`config.mk`:
```
export PLATFORM = sky130hd
export DESIGN_NAME = synth_serial_latch_control
export DESIGN_NICKNAME = d
export VERILOG_FILES = /design/src/verilog/synth_serial_pkg.sv /design/src/verilog/synth_serial_latch_control.sv
export VERILOG_INCLUDE_DIRS = /design/src /design/src/verilog
export SDC_FILE = /design/constraint.sdc
export NUM_CORES = 1
export LEC_CHECK = 0
export BUFFER_PORTS_ARGS = -buffer_cell sky130_fd_sc_hd__buf_2
export CAP_MARGIN = 10
export CORE_MARGIN = 5
export CORE_UTILIZATION = 35
export CTS_CLUSTER_SIZE = 10
export DETAILED_ROUTE_END_ITERATION = 7
export PLACE_DENSITY_LB_ADDON = 0.25
export SYNTH_ARGS = -nofsm -noshare
export SYNTH_HDL_FRONTEND = slang
export SYNTH_SLANG_ARGS = --single-unit
export TNS_END_PERCENT = 10
```
`constraint.sdc`:
```
create_clock -name ref_clk_i -period 7.15 [get_ports ref_clk_i]
set_input_delay 1.43 -clock ref_clk_i [delete_from_list [all_inputs] [get_ports ref_clk_i]]
set_output_delay 1.43 -clock ref_clk_i [all_outputs]
set_load 0.05 [all_outputs]
```
`src/verilog/synth_serial_cfg.svh`:
```
// Purpose: field positions and timing figures of the serial latch block
// Assumes: 24-bit programming word, control bits in the two lsbs
// Notes:   definitions only
`ifndef SYNTH_SERIAL_CFG_SVH
`define SYNTH_SERIAL_CFG_SVH
`define WORD_W      24
`define SEL_MSB     1
`define SEL_LSB     0
`define REF_MSB     15
`define REF_LSB     2
`define ABP_MSB     17
`define ABP_LSB     16
`define MAIN_MSB    20
`define MAIN_LSB    8
`define SWAL_MSB    7
`define SWAL_LSB    2
`define GAIN_BIT    21
`define HOLD_BIT    2
`define PD1_BIT     3
`define MUX_MSB     6
`define MUX_LSB     4
`define FLEN_BIT    9
`define FLMODE_BIT  10
`define TC_MSB      14
`define TC_LSB      11
`define CUR1_MSB    17
`define CUR1_LSB    15
`define CUR2_MSB    20
`define CUR2_LSB    18
`define PD2_BIT     21
`define PRE_MSB     23
`define PRE_LSB     22
`define WORD_RESET  24'h000000
`define CLK_NS      50
`define LOCK_IN_NS  15
`define LOCK_OUT_NS 25
`define LOCK_COUNT  3
`endif

```
`src/verilog/synth_serial_pkg.sv`:
```
// Purpose: types shared by the serial latch block
// Assumes: nothing
// Notes:   encodings written out
package synth_serial_pkg;
    typedef enum logic [1:0] {
        SEL_REF  = 2'b00,
        SEL_FB   = 2'b01,
        SEL_FUNC = 2'b10,
        SEL_INIT = 2'b11
    } latch_sel_t;
    typedef enum logic [1:0] {
        PWR_ON   = 2'b00,
        PWR_WAIT = 2'b01,
        PWR_DOWN = 2'b10
    } pwr_state_t;
endpackage : synth_serial_pkg

```
`src/verilog/synth_serial_latch_control.sv`:
```
// Purpose: three-wire programming port, latches, dividers, power-down,
//          lock detect and fast-lock current control of a pll synthesizer
// Assumes: serial pins and chip enable are asynchronous; tick, event and
//          phase-error inputs come from logic on ref_clk_i
// Notes:   phase error is given in ref_clk_i cycles
`timescale 1ns/1ps
`include "synth_serial_cfg.svh"
module synth_serial_latch_control
    import synth_serial_pkg::*;
#(
    parameter int         ERR_W     = 8,
    parameter int         LOCK_IN   = 1,  // below this error counts as small
    parameter int         LOCK_OUT  = 1,  // above this error counts as large
    parameter logic [7:0] TMO_BASE  = 8'h03,
    parameter logic [7:0] TMO_STEP  = 8'h04,
    parameter logic [2:0] MUX_LOW   = 3'h0,
    parameter logic [2:0] MUX_DLD   = 3'h1,
    parameter logic [2:0] MUX_FB    = 3'h2,
    parameter logic [2:0] MUX_HIGH  = 3'h3,
    parameter logic [2:0] MUX_REF   = 3'h4,
    parameter logic [2:0] MUX_ALD   = 3'h5,
    parameter logic [2:0] MUX_SDATA = 3'h6
) (
    input  wire logic             ref_clk_i,               // block clock
    input  wire logic             rst_i,                   // async reset, high
    input  wire logic             serial_clk_i,            // serial clock pin
    input  wire logic             serial_data_i,           // serial data pin
    input  wire logic             load_strobe_i,           // latch load pin
    input  wire logic             chip_enable_i,           // chip enable pin
    input  wire logic             ref_tick_i,              // reference input cycle
    input  wire logic             fb_tick_i,               // prescaler output cycle
    input  wire logic             pd_event_i,              // charge-pump event
    input  wire logic [ERR_W-1:0] phase_err_i,             // error with pd_event_i
    input  wire logic             pd_active_i,             // pfd output active
    output logic                  ref_pfd_o,               // reference divider out
    output logic                  fb_pfd_o,                // feedback divider out
    output logic                  modulus_o,               // prescaler p+1 select
    output logic                  powered_down_o,          // device powered down
    output logic                  cp_tristate_o,           // charge pump floated
    output logic [2:0]            cp_current_o,            // current setting
    output logic                  digital_lock_o,          // digital lock detect
    output logic                  multiplexed_output_o,    // mux pin level
    output logic                  multiplexed_output_oe_o, // mux pin drive
    output logic [1:0]            prescale_sel_o,          // prescaler value
    output logic [1:0]            backlash_width_o         // anti-backlash width
);

    localparam int LOCK_IN_CYC  = (`LOCK_IN_NS / `CLK_NS) < 1 ? 1 :
                                  (`LOCK_IN_NS / `CLK_NS);
    localparam int LOCK_OUT_CYC = ((`LOCK_OUT_NS + `CLK_NS - 1) / `CLK_NS) < 1 ? 1 :
                                  ((`LOCK_OUT_NS + `CLK_NS - 1) / `CLK_NS);
    localparam logic [ERR_W-1:0] ERR_SMALL = ERR_W'(LOCK_IN * LOCK_IN_CYC);
    localparam logic [ERR_W-1:0] ERR_LARGE = ERR_W'(LOCK_OUT * LOCK_OUT_CYC);
    localparam logic [1:0]       LOCK_LAST = 2'(`LOCK_COUNT - 1);

    // pin synchronisers: sclk, data, strobe, enable
    logic [3:0]              sync1_q;
    logic [3:0]              sync2_q;
    logic [3:0]              sync3_q;
    logic [`WORD_W-1:0]      shift_q;
    logic [`WORD_W-1:0]      ref_word_q;
    logic [`WORD_W-1:0]      fb_word_q;
    logic [`WORD_W-1:0]      func_word_q;
    logic                    gain_q;
    logic                    first_fb_q;
    logic                    init_pulse_q;
    pwr_state_t              pwr_q;
    logic [13:0]             r_cnt_q;
    logic [12:0]             b_cnt_q;
    logic [5:0]              a_cnt_q;
    logic [7:0]              tmo_cnt_q;
    logic [1:0]              good_cnt_q;
    logic                    lock_q;

    always_ff @(posedge ref_clk_i or posedge rst_i) begin
        if (rst_i) begin
            sync1_q <= 4'h0;
            sync2_q <= 4'h0;
            sync3_q <= 4'h0;
        end else begin
            sync1_q <= {chip_enable_i, load_strobe_i, serial_data_i, serial_clk_i};
            sync2_q <= sync1_q;
            sync3_q <= sync2_q;
        end
    end

    wire logic       sclk_rise = sync2_q[0] & ~sync3_q[0];
    wire logic       sdata     = sync2_q[1];
    wire logic       le_rise   = sync2_q[2] & ~sync3_q[2];
    wire logic       ce        = sync2_q[3];
    wire latch_sel_t sel       = latch_sel_t'(shift_q[`SEL_MSB:`SEL_LSB]);

    wire logic       hold_bit  = func_word_q[`HOLD_BIT];
    wire logic       pd1       = func_word_q[`PD1_BIT];
    wire logic       pd2       = func_word_q[`PD2_BIT];
    wire logic       fl_en     = func_word_q[`FLEN_BIT];
    wire logic       fl_mode2  = func_word_q[`FLMODE_BIT];
    wire logic       pwr_down  = (pwr_q == PWR_DOWN);
    wire logic       cnt_hold  = hold_bit | pwr_down | init_pulse_q;

    // shifting never looks at power state so the host can program while down
    always_ff @(posedge ref_clk_i or posedge rst_i) begin
        if (rst_i) begin
            shift_q <= `WORD_RESET;
        end else if (sclk_rise) begin
            shift_q <= {shift_q[`WORD_W-2:0], sdata};
        end
    end

    always_ff @(posedge ref_clk_i or posedge rst_i) begin
        if (rst_i) begin
            ref_word_q  <= `WORD_RESET;
            fb_word_q   <= `WORD_RESET;
            func_word_q <= `WORD_RESET;
        end else if (le_rise) begin
            if (sel == SEL_REF) begin
                ref_word_q <= shift_q;
            end else if (sel == SEL_FB) begin
                fb_word_q <= shift_q;
            end else begin
                func_word_q <= shift_q;
            end
        end
    end

    // init load pulses the counters; so does the first feedback load after it
    always_ff @(posedge ref_clk_i or posedge rst_i) begin
        if (rst_i) begin
            first_fb_q   <= 1'b0;
            init_pulse_q <= 1'b0;
        end else begin
            init_pulse_q <= le_rise & ((sel == SEL_INIT) |
                            ((sel == SEL_FB) & first_fb_q));
            if (le_rise && sel == SEL_INIT) begin
                first_fb_q <= 1'b1;
            end else if (le_rise && sel == SEL_FB) begin
                first_fb_q <= 1'b0;
            end
        end
    end

    wire logic [7:0] tmo_limit = 8'(TMO_BASE + TMO_STEP * func_word_q[`TC_MSB:`TC_LSB]);
    wire logic       tmo_run   = fl_en & fl_mode2 & gain_q & ~pwr_down;
    wire logic       tmo_done  = tmo_run & pd_event_i & (tmo_cnt_q >= tmo_limit - 8'h01);

    // a host write of the gain bit wins over a timeout in the same cycle
    always_ff @(posedge ref_clk_i or posedge rst_i) begin
        if (rst_i) begin
            gain_q <= 1'b0;
        end else if (le_rise && sel == SEL_FB) begin
            gain_q <= shift_q[`GAIN_BIT];
        end else if (tmo_done) begin
            gain_q <= 1'b0;
        end
    end

    always_ff @(posedge ref_clk_i or posedge rst_i) begin
        if (rst_i) begin
            tmo_cnt_q <= 8'h00;
        end else if (!tmo_run || tmo_done || (le_rise && sel == SEL_FB)) begin
            tmo_cnt_q <= 8'h00;
        end else if (pd_event_i) begin
            tmo_cnt_q <= tmo_cnt_q + 8'h01;
        end
    end

    always_ff @(posedge ref_clk_i or posedge rst_i) begin
        if (rst_i) begin
            pwr_q <= PWR_DOWN;
        end else begin
            case (pwr_q)
                PWR_ON: begin
                    if (!ce || (pd1 && !pd2)) begin
                        pwr_q <= PWR_DOWN;
                    end else if (pd1 && pd2) begin
                        pwr_q <= PWR_WAIT;
                    end
                end
                PWR_WAIT: begin
                    if (!ce) begin
                        pwr_q <= PWR_DOWN;
                    end else if (!pd1) begin
                        pwr_q <= PWR_ON;
                    end else if (!pd2 || pd_event_i) begin
                        pwr_q <= PWR_DOWN;
                    end
                end
                PWR_DOWN: begin
                    if (ce && !pd1) begin
                        pwr_q <= PWR_ON;
                    end
                end
                default: begin
                    pwr_q <= PWR_DOWN;
                end
            endcase
        end
    end

    // both dividers leave hold on the same cycle, which keeps them aligned
    always_ff @(posedge ref_clk_i or posedge rst_i) begin
        if (rst_i) begin
            r_cnt_q   <= 14'h0000;
            ref_pfd_o <= 1'b0;
        end else if (cnt_hold) begin
            r_cnt_q   <= ref_word_q[`REF_MSB:`REF_LSB];
            ref_pfd_o <= 1'b0;
        end else if (ref_tick_i) begin
            ref_pfd_o <= (r_cnt_q <= 14'h0001);
            if (r_cnt_q <= 14'h0001) begin
                r_cnt_q <= ref_word_q[`REF_MSB:`REF_LSB];
            end else begin
                r_cnt_q <= r_cnt_q - 14'h0001;
            end
        end else begin
            ref_pfd_o <= 1'b0;
        end
    end

    always_ff @(posedge ref_clk_i or posedge rst_i) begin
        if (rst_i) begin
            b_cnt_q  <= 13'h0000;
            a_cnt_q  <= 6'h00;
            fb_pfd_o <= 1'b0;
        end else if (cnt_hold) begin
            b_cnt_q  <= fb_word_q[`MAIN_MSB:`MAIN_LSB];
            a_cnt_q  <= fb_word_q[`SWAL_MSB:`SWAL_LSB];
            fb_pfd_o <= 1'b0;
        end else if (fb_tick_i) begin
            fb_pfd_o <= (b_cnt_q <= 13'h0001);
            if (b_cnt_q <= 13'h0001) begin
                b_cnt_q <= fb_word_q[`MAIN_MSB:`MAIN_LSB];
                a_cnt_q <= fb_word_q[`SWAL_MSB:`SWAL_LSB];
            end else begin
                b_cnt_q <= b_cnt_q - 13'h0001;
                if (a_cnt_q != 6'h00) begin
                    a_cnt_q <= a_cnt_q - 6'h01;
                end
            end
        end else begin
            fb_pfd_o <= 1'b0;
        end
    end

    always_ff @(posedge ref_clk_i or posedge rst_i) begin
        if (rst_i) begin
            good_cnt_q <= 2'h0;
            lock_q     <= 1'b0;
        end else if (pwr_down) begin
            good_cnt_q <= 2'h0;
            lock_q     <= 1'b0;
        end else if (pd_event_i) begin
            if (phase_err_i < ERR_SMALL) begin
                if (good_cnt_q == LOCK_LAST) begin
                    lock_q <= 1'b1;
                end
                if (good_cnt_q < LOCK_LAST) begin
                    good_cnt_q <= good_cnt_q + 2'h1;
                end
            end else begin
                good_cnt_q <= 2'h0;
                if (phase_err_i > ERR_LARGE) begin
                    lock_q <= 1'b0;
                end
            end
        end
    end

    always_ff @(posedge ref_clk_i or posedge rst_i) begin
        if (rst_i) begin
            multiplexed_output_o    <= 1'b0;
            multiplexed_output_oe_o <= 1'b1;
        end else begin
            multiplexed_output_oe_o <= 1'b1;
            case (func_word_q[`MUX_MSB:`MUX_LSB])
                MUX_LOW:   multiplexed_output_o <= 1'b0;
                MUX_DLD:   multiplexed_output_o <= lock_q;
                MUX_FB:    multiplexed_output_o <= fb_pfd_o;
                MUX_HIGH:  multiplexed_output_o <= 1'b1;
                MUX_REF:   multiplexed_output_o <= ref_pfd_o;
                MUX_SDATA: multiplexed_output_o <= shift_q[`WORD_W-1];
                MUX_ALD: begin
                    // open drain: pulled up, pulled low while the pfd fires
                    multiplexed_output_o    <= 1'b0;
                    multiplexed_output_oe_o <= pd_active_i;
                end
                default:   multiplexed_output_o <= 1'b0;
            endcase
        end
    end

    always_ff @(posedge ref_clk_i or posedge rst_i) begin
        if (rst_i) begin
            cp_current_o <= 3'h0;
        end else if (fl_en && gain_q) begin
            cp_current_o <= func_word_q[`CUR2_MSB:`CUR2_LSB];
        end else begin
            cp_current_o <= func_word_q[`CUR1_MSB:`CUR1_LSB];
        end
    end

    always_ff @(posedge ref_clk_i or posedge rst_i) begin
        if (rst_i) begin
            modulus_o        <= 1'b0;
            powered_down_o   <= 1'b1;
            cp_tristate_o    <= 1'b1;
            digital_lock_o   <= 1'b0;
            prescale_sel_o   <= 2'h0;
            backlash_width_o <= 2'h0;
        end else begin
            modulus_o        <= (a_cnt_q != 6'h00) & ~cnt_hold;
            powered_down_o   <= pwr_down;
            cp_tristate_o    <= cnt_hold;
            digital_lock_o   <= lock_q;
            prescale_sel_o   <= func_word_q[`PRE_MSB:`PRE_LSB];
            backlash_width_o <= ref_word_q[`ABP_MSB:`ABP_LSB];
        end
    end

endmodule : synth_serial_latch_control

```
# After elaboration in Yosys (flattened, before gate mapping)

Cells that the tools add are included.

Bits in registers: 162
Input bits: 18
Output and inout bits: 15
Word-level logic and storage cells: 147

Add/sub/neg operators: 7
$lt $le $gt $ge: 6
Eq/ne operators: 16
Muxes and demuxes: 39
Bitwise gates (word level): 19
Reduce and logical (&&, ||, !) cells: 32

Operators by type and width:

| cell                                                                             | number |
|---|---|
| 14-bit two-way mux                                                               | 3 |
| 13-bit two-way mux                                                               | 3 |
| 6-bit two-way mux                                                                | 4 |
| 2-bit two-way mux                                                                | 10 |
| 8-bit two-way mux                                                                | 2 |
| 14-bit by 1-bit <= comparator with 1-bit output (second input constant)          | 1 |
| 1-bit two-way mux                                                                | 14 |
| 14-bit by 1-bit subtractor with 14-bit output (second input constant)            | 1 |
| 13-bit by 1-bit <= comparator with 1-bit output (second input constant)          | 1 |
| 13-bit by 1-bit subtractor with 13-bit output (second input constant)            | 1 |
| 3-bit AND reduction                                                              | 4 |
| 2-bit nonzero test                                                               | 6 |
| 1-bit AND                                                                        | 10 |
| 3-bit equality test (second input constant)                                      | 3 |
| 8-bit by 1-bit adder with 8-bit output (second input constant)                   | 1 |
| 8-bit greater-or-equal comparator                                                | 1 |
| 8-bit by 1-bit greater-than comparator with 1-bit output (second input constant) | 1 |
| 8-bit by 1-bit less-than comparator with 1-bit output (second input constant)    | 1 |
| 7-bit by 1-bit subtractor with 8-bit output (second input constant)              | 1 |
| 2-bit by 6-bit adder with 7-bit output (first input constant)                    | 1 |
| 2-bit equality test (second input constant)                                      | 3 |
| 3-bit by 2-bit equality test with 1-bit output (second input constant)           | 2 |
| 1-bit logical AND                                                                | 6 |
| 3-bit by 2-bit inequality test with 1-bit output (second input constant)         | 2 |
| other kinds (19)                                                                 | 37 |

# Depth between registers and ports, before layout

Depth in word-level cells: 8
Mapped depth: 8
Depth with buffers taken out: 7

# Worst setup path after synthesis

OpenSTA, ideal clock, no wires.

Path kind: input to register
Start: in fb_tick_i
End: reg a_cnt_q[0]
Library setup time: 0.087 ns
Arrival time: 2.670 ns
Setup slack: 4.394 ns
Cell stages on the path: 5
Path buffers: 2
Cells stage by stage: nor4_1 clkbuf_1 clkbuf_1 a21oi_1 o211ai_1

Word-level cells in the longest chain between the ends: 2

Ends and longest elaborated chain:

| what                                 | line                              | RTL |
|---|---|---|
| from (decl)                          | synth_serial_latch_control.sv:31  | `input wire logic fb_tick_i,` |
| 2-bit nonzero test (no source line)  | --                                |  |
| 2-bit AND reduction (no source line) | --                                |  |
| to (signal assigned)                 | synth_serial_latch_control.sv:227 | `` a_cnt_q <= fb_word_q[`SWAL_MSB:`SWAL_LSB]; `` |
| to (signal assigned)                 | synth_serial_latch_control.sv:233 | `` a_cnt_q <= fb_word_q[`SWAL_MSB:`SWAL_LSB]; `` |
| to (signal assigned)                 | synth_serial_latch_control.sv:237 | `a_cnt_q <= a_cnt_q - 6'h01;` |
| to (decl)                            | synth_serial_latch_control.sv:70  | `logic [5:0] a_cnt_q;` |

No other way between the ends.
A chain may end at the register's enable or synchronous reset.

# Final worst setup path

Start: reg b_cnt_q[4]
End: reg b_cnt_q[9]

Word-level cells in the longest chain between the ends: 4
Elaborated cells between the ends (all ways): 5
Classes of those cells: 1 x add/sub; 1 x order compare; 3 x mux

Ends and longest elaborated chain:

| what                                                                                                             | line                                                                 | RTL |
|---|---|---|
| from (decl)                                                                                                      | synth_serial_latch_control.sv:69                                     | `logic [12:0] b_cnt_q;` |
| from (signal assigned)                                                                                           | synth_serial_latch_control.sv:226                                    | `` b_cnt_q <= fb_word_q[`MAIN_MSB:`MAIN_LSB]; `` |
| from (signal assigned)                                                                                           | synth_serial_latch_control.sv:232                                    | `` b_cnt_q <= fb_word_q[`MAIN_MSB:`MAIN_LSB]; `` |
| from (signal assigned)                                                                                           | synth_serial_latch_control.sv:235                                    | `b_cnt_q <= b_cnt_q - 13'h0001;` |
| 13-bit by 1-bit subtractor with 13-bit output or 13-bit by 1-bit <= comparator with 1-bit output (tied branches) | synth_serial_latch_control.sv:235, synth_serial_latch_control.sv:231 |  |
| 13-bit two-way mux (*)                                                                                           | synth_serial_latch_control.sv:231                                    | `if (b_cnt_q <= 13'h0001) begin` |
| 13-bit two-way mux (*)                                                                                           | synth_serial_latch_control.sv:229                                    | `end else if (fb_tick_i) begin` |
| 13-bit two-way mux (*)                                                                                           | synth_serial_latch_control.sv:225                                    | `end else if (cnt_hold) begin` |

Mark *: on every way between the ends. The rest lies on a longest branch, timed or not. The select of a mux whose other input is x is not followed.

==> impl.org <==
** Outcome
- The run finished with clean final reports.

** STA
- Unrepaired setup endpoints after global routing :: no
- Setup slack closes at between 4 and 5 ns.
- For this run, the top clock speed supported by timing is around 340 MHz.
- Worst Clk Skew :: 0.00644 ns
- Shortest period the worst path allows :: 2.92 ns
- Relative slew slack :: 20.6%
- Slew @ Worst Pin :: 1.19 ns
- Final max-slew violation count :: 0
- Crit share post-route :: between 40% and 50%
- Total Negative Setup Slacks :: 0 ns
- Final number of hold-violating endpoints :: 0
- Setup violations remaining at the end of the flow were counted as 0.

** GRT
- Wire length of the first global-routing pass :: roughly 24 mm
- Number of global-route vias before repair :: between 4,000 and 5,000
- Global routing consumed, over all layers together, 13.5% of the routing resources.
- The initial antenna violation count is 0.
- Entering global routing, the biggest net connects 87 pins.
- Aggregate global routing overflow :: 0

** Detailed routing
- Wire length per cell :: ~16 um
- Overall via count from detail_route :: roughly 4,500
- In the routed layout, each cell is associated on average with a via count of 5.11.
- Detailed Route Iter0 Violations :: about 230
- Number of optimization iterations in the first detailed-route pass :: 4
- DRC violations left :: 0
- Wires add up to between 10 and 15 mm.
- In this run the remaining antenna-violating nets after routing total 0.

** Synth
- Summed instance area of the synthesized netlist :: 0.00681 mm2
- The largest total area in the synthesized netlist belongs to sky130_fd_sc_hd__dfrtp_1.
- Dominant cells by area after synthesis :: sky130_fd_sc_hd__dfrtp_1, sky130_fd_sc_hd__mux2_2, sky130_fd_sc_hd__ha_1
- Area share of the largest cell type after synthesis :: between 50% and 60%
- Part of the Yosys area used for sequential elements :: between 50% and 60%
- #FFs+latches synth :: between 150 and 200
- Synthesis instantiated 58 different standard cells from the library.
- During synthesis, Yosys emitted a total of 0 warnings.
- Number of synthesized flops with an enable pin :: 0
- Share of flip-flops with an asynchronous set or reset after synthesis :: 100%
- In this run the mean area of a mapped cell was approximately 12 um2.
- Total nets after synthesis :: 593
- Synth Flop Type :: sky130_fd_sc_hd__dfrtp_1
- The cell count after synthesis came out at approximately 560.

** Floorplan
- During I/O placement, the number of pins put on the boundary was 33.
- The floorplan has 51 rows.
- For this configuration, the core starts out at a cell density of about a third.
- Measured along the y axis, the die boundary spans 149 um.
- Chip width :: 149 um
- Die footprint :: between 0.02 and 0.025 mm2
- Placeable core region :: 0.0193 mm2

** Clock network
- Clock-pin slew reported for the worst setup and hold paths after clock tree synthesis :: around 0.060 ns
- At the later pin of the worst-skew pair, clock insertion delay measures 0.42 ns.
- The H-tree generated during clock tree synthesis spans 4 levels.
- Hold_buf cts :: 0
- TritonCTS clock tree :: yes
- The longest clock path from root to sink contains 2 buffers.
- CTS placed an instance of sky130_fd_sc_hd__clkbuf_16 at the clock tree root.
- Cts bufs inserted :: 17
- Counting every sink on the clock net gives approximately 150.
- CTS resizes :: 0
- Buffers inserted during post-CTS setup optimization :: 0

** Finish
- Antenna diode count :: 0
- In the final design database the tool counted 628 nets.
- Most frequent standard cell in the layout excluding fill and tap cells :: sky130_fd_sc_hd__dfrtp_1
- Non-filler instance count after layout :: between 800 and 900
- Filler instances :: between 1,500 and 2,000
- After routing the design area is 0.00784 mm2.
- Proportion of layout cells with a drive suffix above 1 :: ~28%
- Area delta synth->final :: 15.3%
- Commonest non-fill, non-tap cells in the layout :: sky130_fd_sc_hd__dfrtp_1, sky130_fd_sc_hd__mux2_2, sky130_fd_sc_hd__nor2_1

** Power
- For this design the ratio of total power to cell area is ~380 mW/mm2.
- Leakage component of the power :: about 0.0036 uW
- IR analysis of the VDD net gives a maximum drop of between 100 and 150 uV.

** Worst setup path
- Reg2Reg Setup Slack :: around 4.2 ns
- In this run the worst path has a maximum fanout of 26.
- On the worst path, the slowest cell contributes a delay of ~0.78 ns.
- Endpoint of the lowest-slack register-to-register path :: b_cnt_q[9]$_DFFE_PP0P_
- Counting cells, the worst reg-to-reg path comes to 5.
- In this run the worst setup path begins at b_cnt_q[4]$_DFFE_PP0P_.
- List of cells traversed by the critical path :: or4_4, or4_4, o21ai_2, o21ai_1, a211o_1
- Kind of critical path :: reg2reg
- Sort of element at the end of the critical path :: flop
- For the worst setup path, the data required time is 7.46 ns.
- Arrival @ worst endpoint :: between 3 and 4 ns
- The slowest stage of the critical path belongs to the cell sky130_fd_sc_hd__o21ai_2.
- Reg2Reg Launch Point :: b_cnt_q[4]$_DFFE_PP0P_
- STA classifies the critical path startpoint as a flop.
- Library cell appearing most often on the critical path :: sky130_fd_sc_hd__or4_4

** Hold path
- Hold Crit Endpoint :: sync2_q[3]$_DFF_PP0_
- Path category of the worst min-delay check :: reg2reg
- Along the worst hold path, the cell count comes to 0.
- The startpoint identified for the worst hold timing path is sync1_q[3]$_DFF_PP0_.

** Place
- After detailed placement, the total cell area comes to about 0.0072 mm2.
- Placed cell count :: between 800 and 900
- Post-Place Worst Slack :: 4.03 ns
- During placement, the flow inserted port buffers numbering 32.
- DP HPWL :: 9.43 mm
- The congestion estimate from routability-driven global placement came to approximately 0.82.

** Run
- Max-cap violations :: 0
## layer usage
metal / part of all wire [%] / vias to the layer above / routed length (um) / track usage, %
met1: 47 / 2252 / 6550 / 18.1
met3: 3.3 / 18 / 469 / 3.42
met2: 48 / 82 / 6750 / 21.3
li1: - / 2117 / - / -
met5: 0 / - / 0 / 0
met4: 1.9 / 0 / 273 / 4.90
## cell usage after synthesis (3+ instances only)
library cell / instances
sky130_fd_sc_hd__dfrtp_1: 149
sky130_fd_sc_hd__mux2_2: 85
sky130_fd_sc_hd__nor2_1: 35
sky130_fd_sc_hd__nand2_1: 29
sky130_fd_sc_hd__o21ai_0: 26
sky130_fd_sc_hd__inv_1: 21
sky130_fd_sc_hd__a21oi_1: 18
sky130_fd_sc_hd__clkbuf_1: 16
sky130_fd_sc_hd__ha_1: 13
sky130_fd_sc_hd__mux2i_1: 13
sky130_fd_sc_hd__nand3_1: 13
sky130_fd_sc_hd__nor3_1: 12
sky130_fd_sc_hd__nor4_1: 11
sky130_fd_sc_hd__o2bb2ai_1: 7
sky130_fd_sc_hd__or4_1: 7
sky130_fd_sc_hd__a211o_1: 6
sky130_fd_sc_hd__and3_1: 6
sky130_fd_sc_hd__nand4_1: 6
sky130_fd_sc_hd__o211ai_1: 6
sky130_fd_sc_hd__a22oi_1: 5
sky130_fd_sc_hd__nand2b_1: 5
sky130_fd_sc_hd__a211oi_1: 4
sky130_fd_sc_hd__dfstp_2: 4
sky130_fd_sc_hd__nand3b_1: 4
sky130_fd_sc_hd__nor4b_1: 4
sky130_fd_sc_hd__o21a_1: 4
sky130_fd_sc_hd__o22a_1: 4
sky130_fd_sc_hd__or3_1: 4
sky130_fd_sc_hd__xor2_1: 4
sky130_fd_sc_hd__xnor2_1: 3
## power breakdown
| part | switching [uW] | internal, uW | total (uW) | leakage (uW) |
|---|---|---|---|---|
| clock network | 347 | 532 | 878 | 0.000276 |
| logic | 429 | 372 | 801 | 0.00129 |
| registers | 226 | 1090 | 1320 | 0.00200 |
| total | 1000 | 2000 | 3000 | 0.00357 |
## registers in the layout, summed over array words and instances (netlist names), 6 cells and up
signal,count
a_cnt_q,6
b_cnt_q,13
ref_word_q,16
shift_q,24
r_cnt_q,14
func_word_q,20
tmo_cnt_q,8
fb_word_q,19
## final cells by class
type                            instances  area [um2]  share of cell area (%)
Sequential cell                       153        3830                    48.9
Multi-Input combinational cell        364        2790                    35.6
Clock buffer                           21         460                    5.87
Tap cell                              265         332                    4.23
Timing Repair Buffer                   39         220                    2.81
Clock inverter                         10         119                    1.52
Inverter                               22        87.6                    1.12
## worst max path at each step
stage                                         end  slack (ns)
after global routing       b_cnt_q[9]$_DFFE_PP0P_        4.11
final                      b_cnt_q[9]$_DFFE_PP0P_        4.23
after global placement    b_cnt_q[12]$_DFFE_PP0P_        4.03
after CTS                  b_cnt_q[9]$_DFFE_PP0P_        4.24
after floorplan            a_cnt_q[0]$_DFFE_PP0P_        1.61
after detailed placement  b_cnt_q[12]$_DFFE_PP0P_        4.03
## per-stage QoR
step / utilization [%] / power [uW] / hold slack (ns)
finish: 40.6 / 3000 / 0.345
global route: 40.6 / 3190 / 0.356
CTS: 40.5 / 3030 / 0.349
detailed placement: 37.5 / 2130 / 0.335
global placement: 37.5 / 2090 / 0.334
floorplan: - / 1910 / 0.331
## worst max-delay path: cells and delay by family (launching register included)
kind / cells / cell delay [ns]
compound gates: 3 / 1.27
flops: 1 / 0.44
simple gates: 2 / 1.10
## logic make-up after synthesis
family	Yosys count	share of synthesized area, %
buf+inv	45	2.83
simple gates	151	12.1
mux	99	16.2
compound gates	94	9.28
xor+xnor	7	0.901
fa+ha+maj	13	2.39
flops	153	56.3
Note: power is estimated with default switching activity, not from simulation.
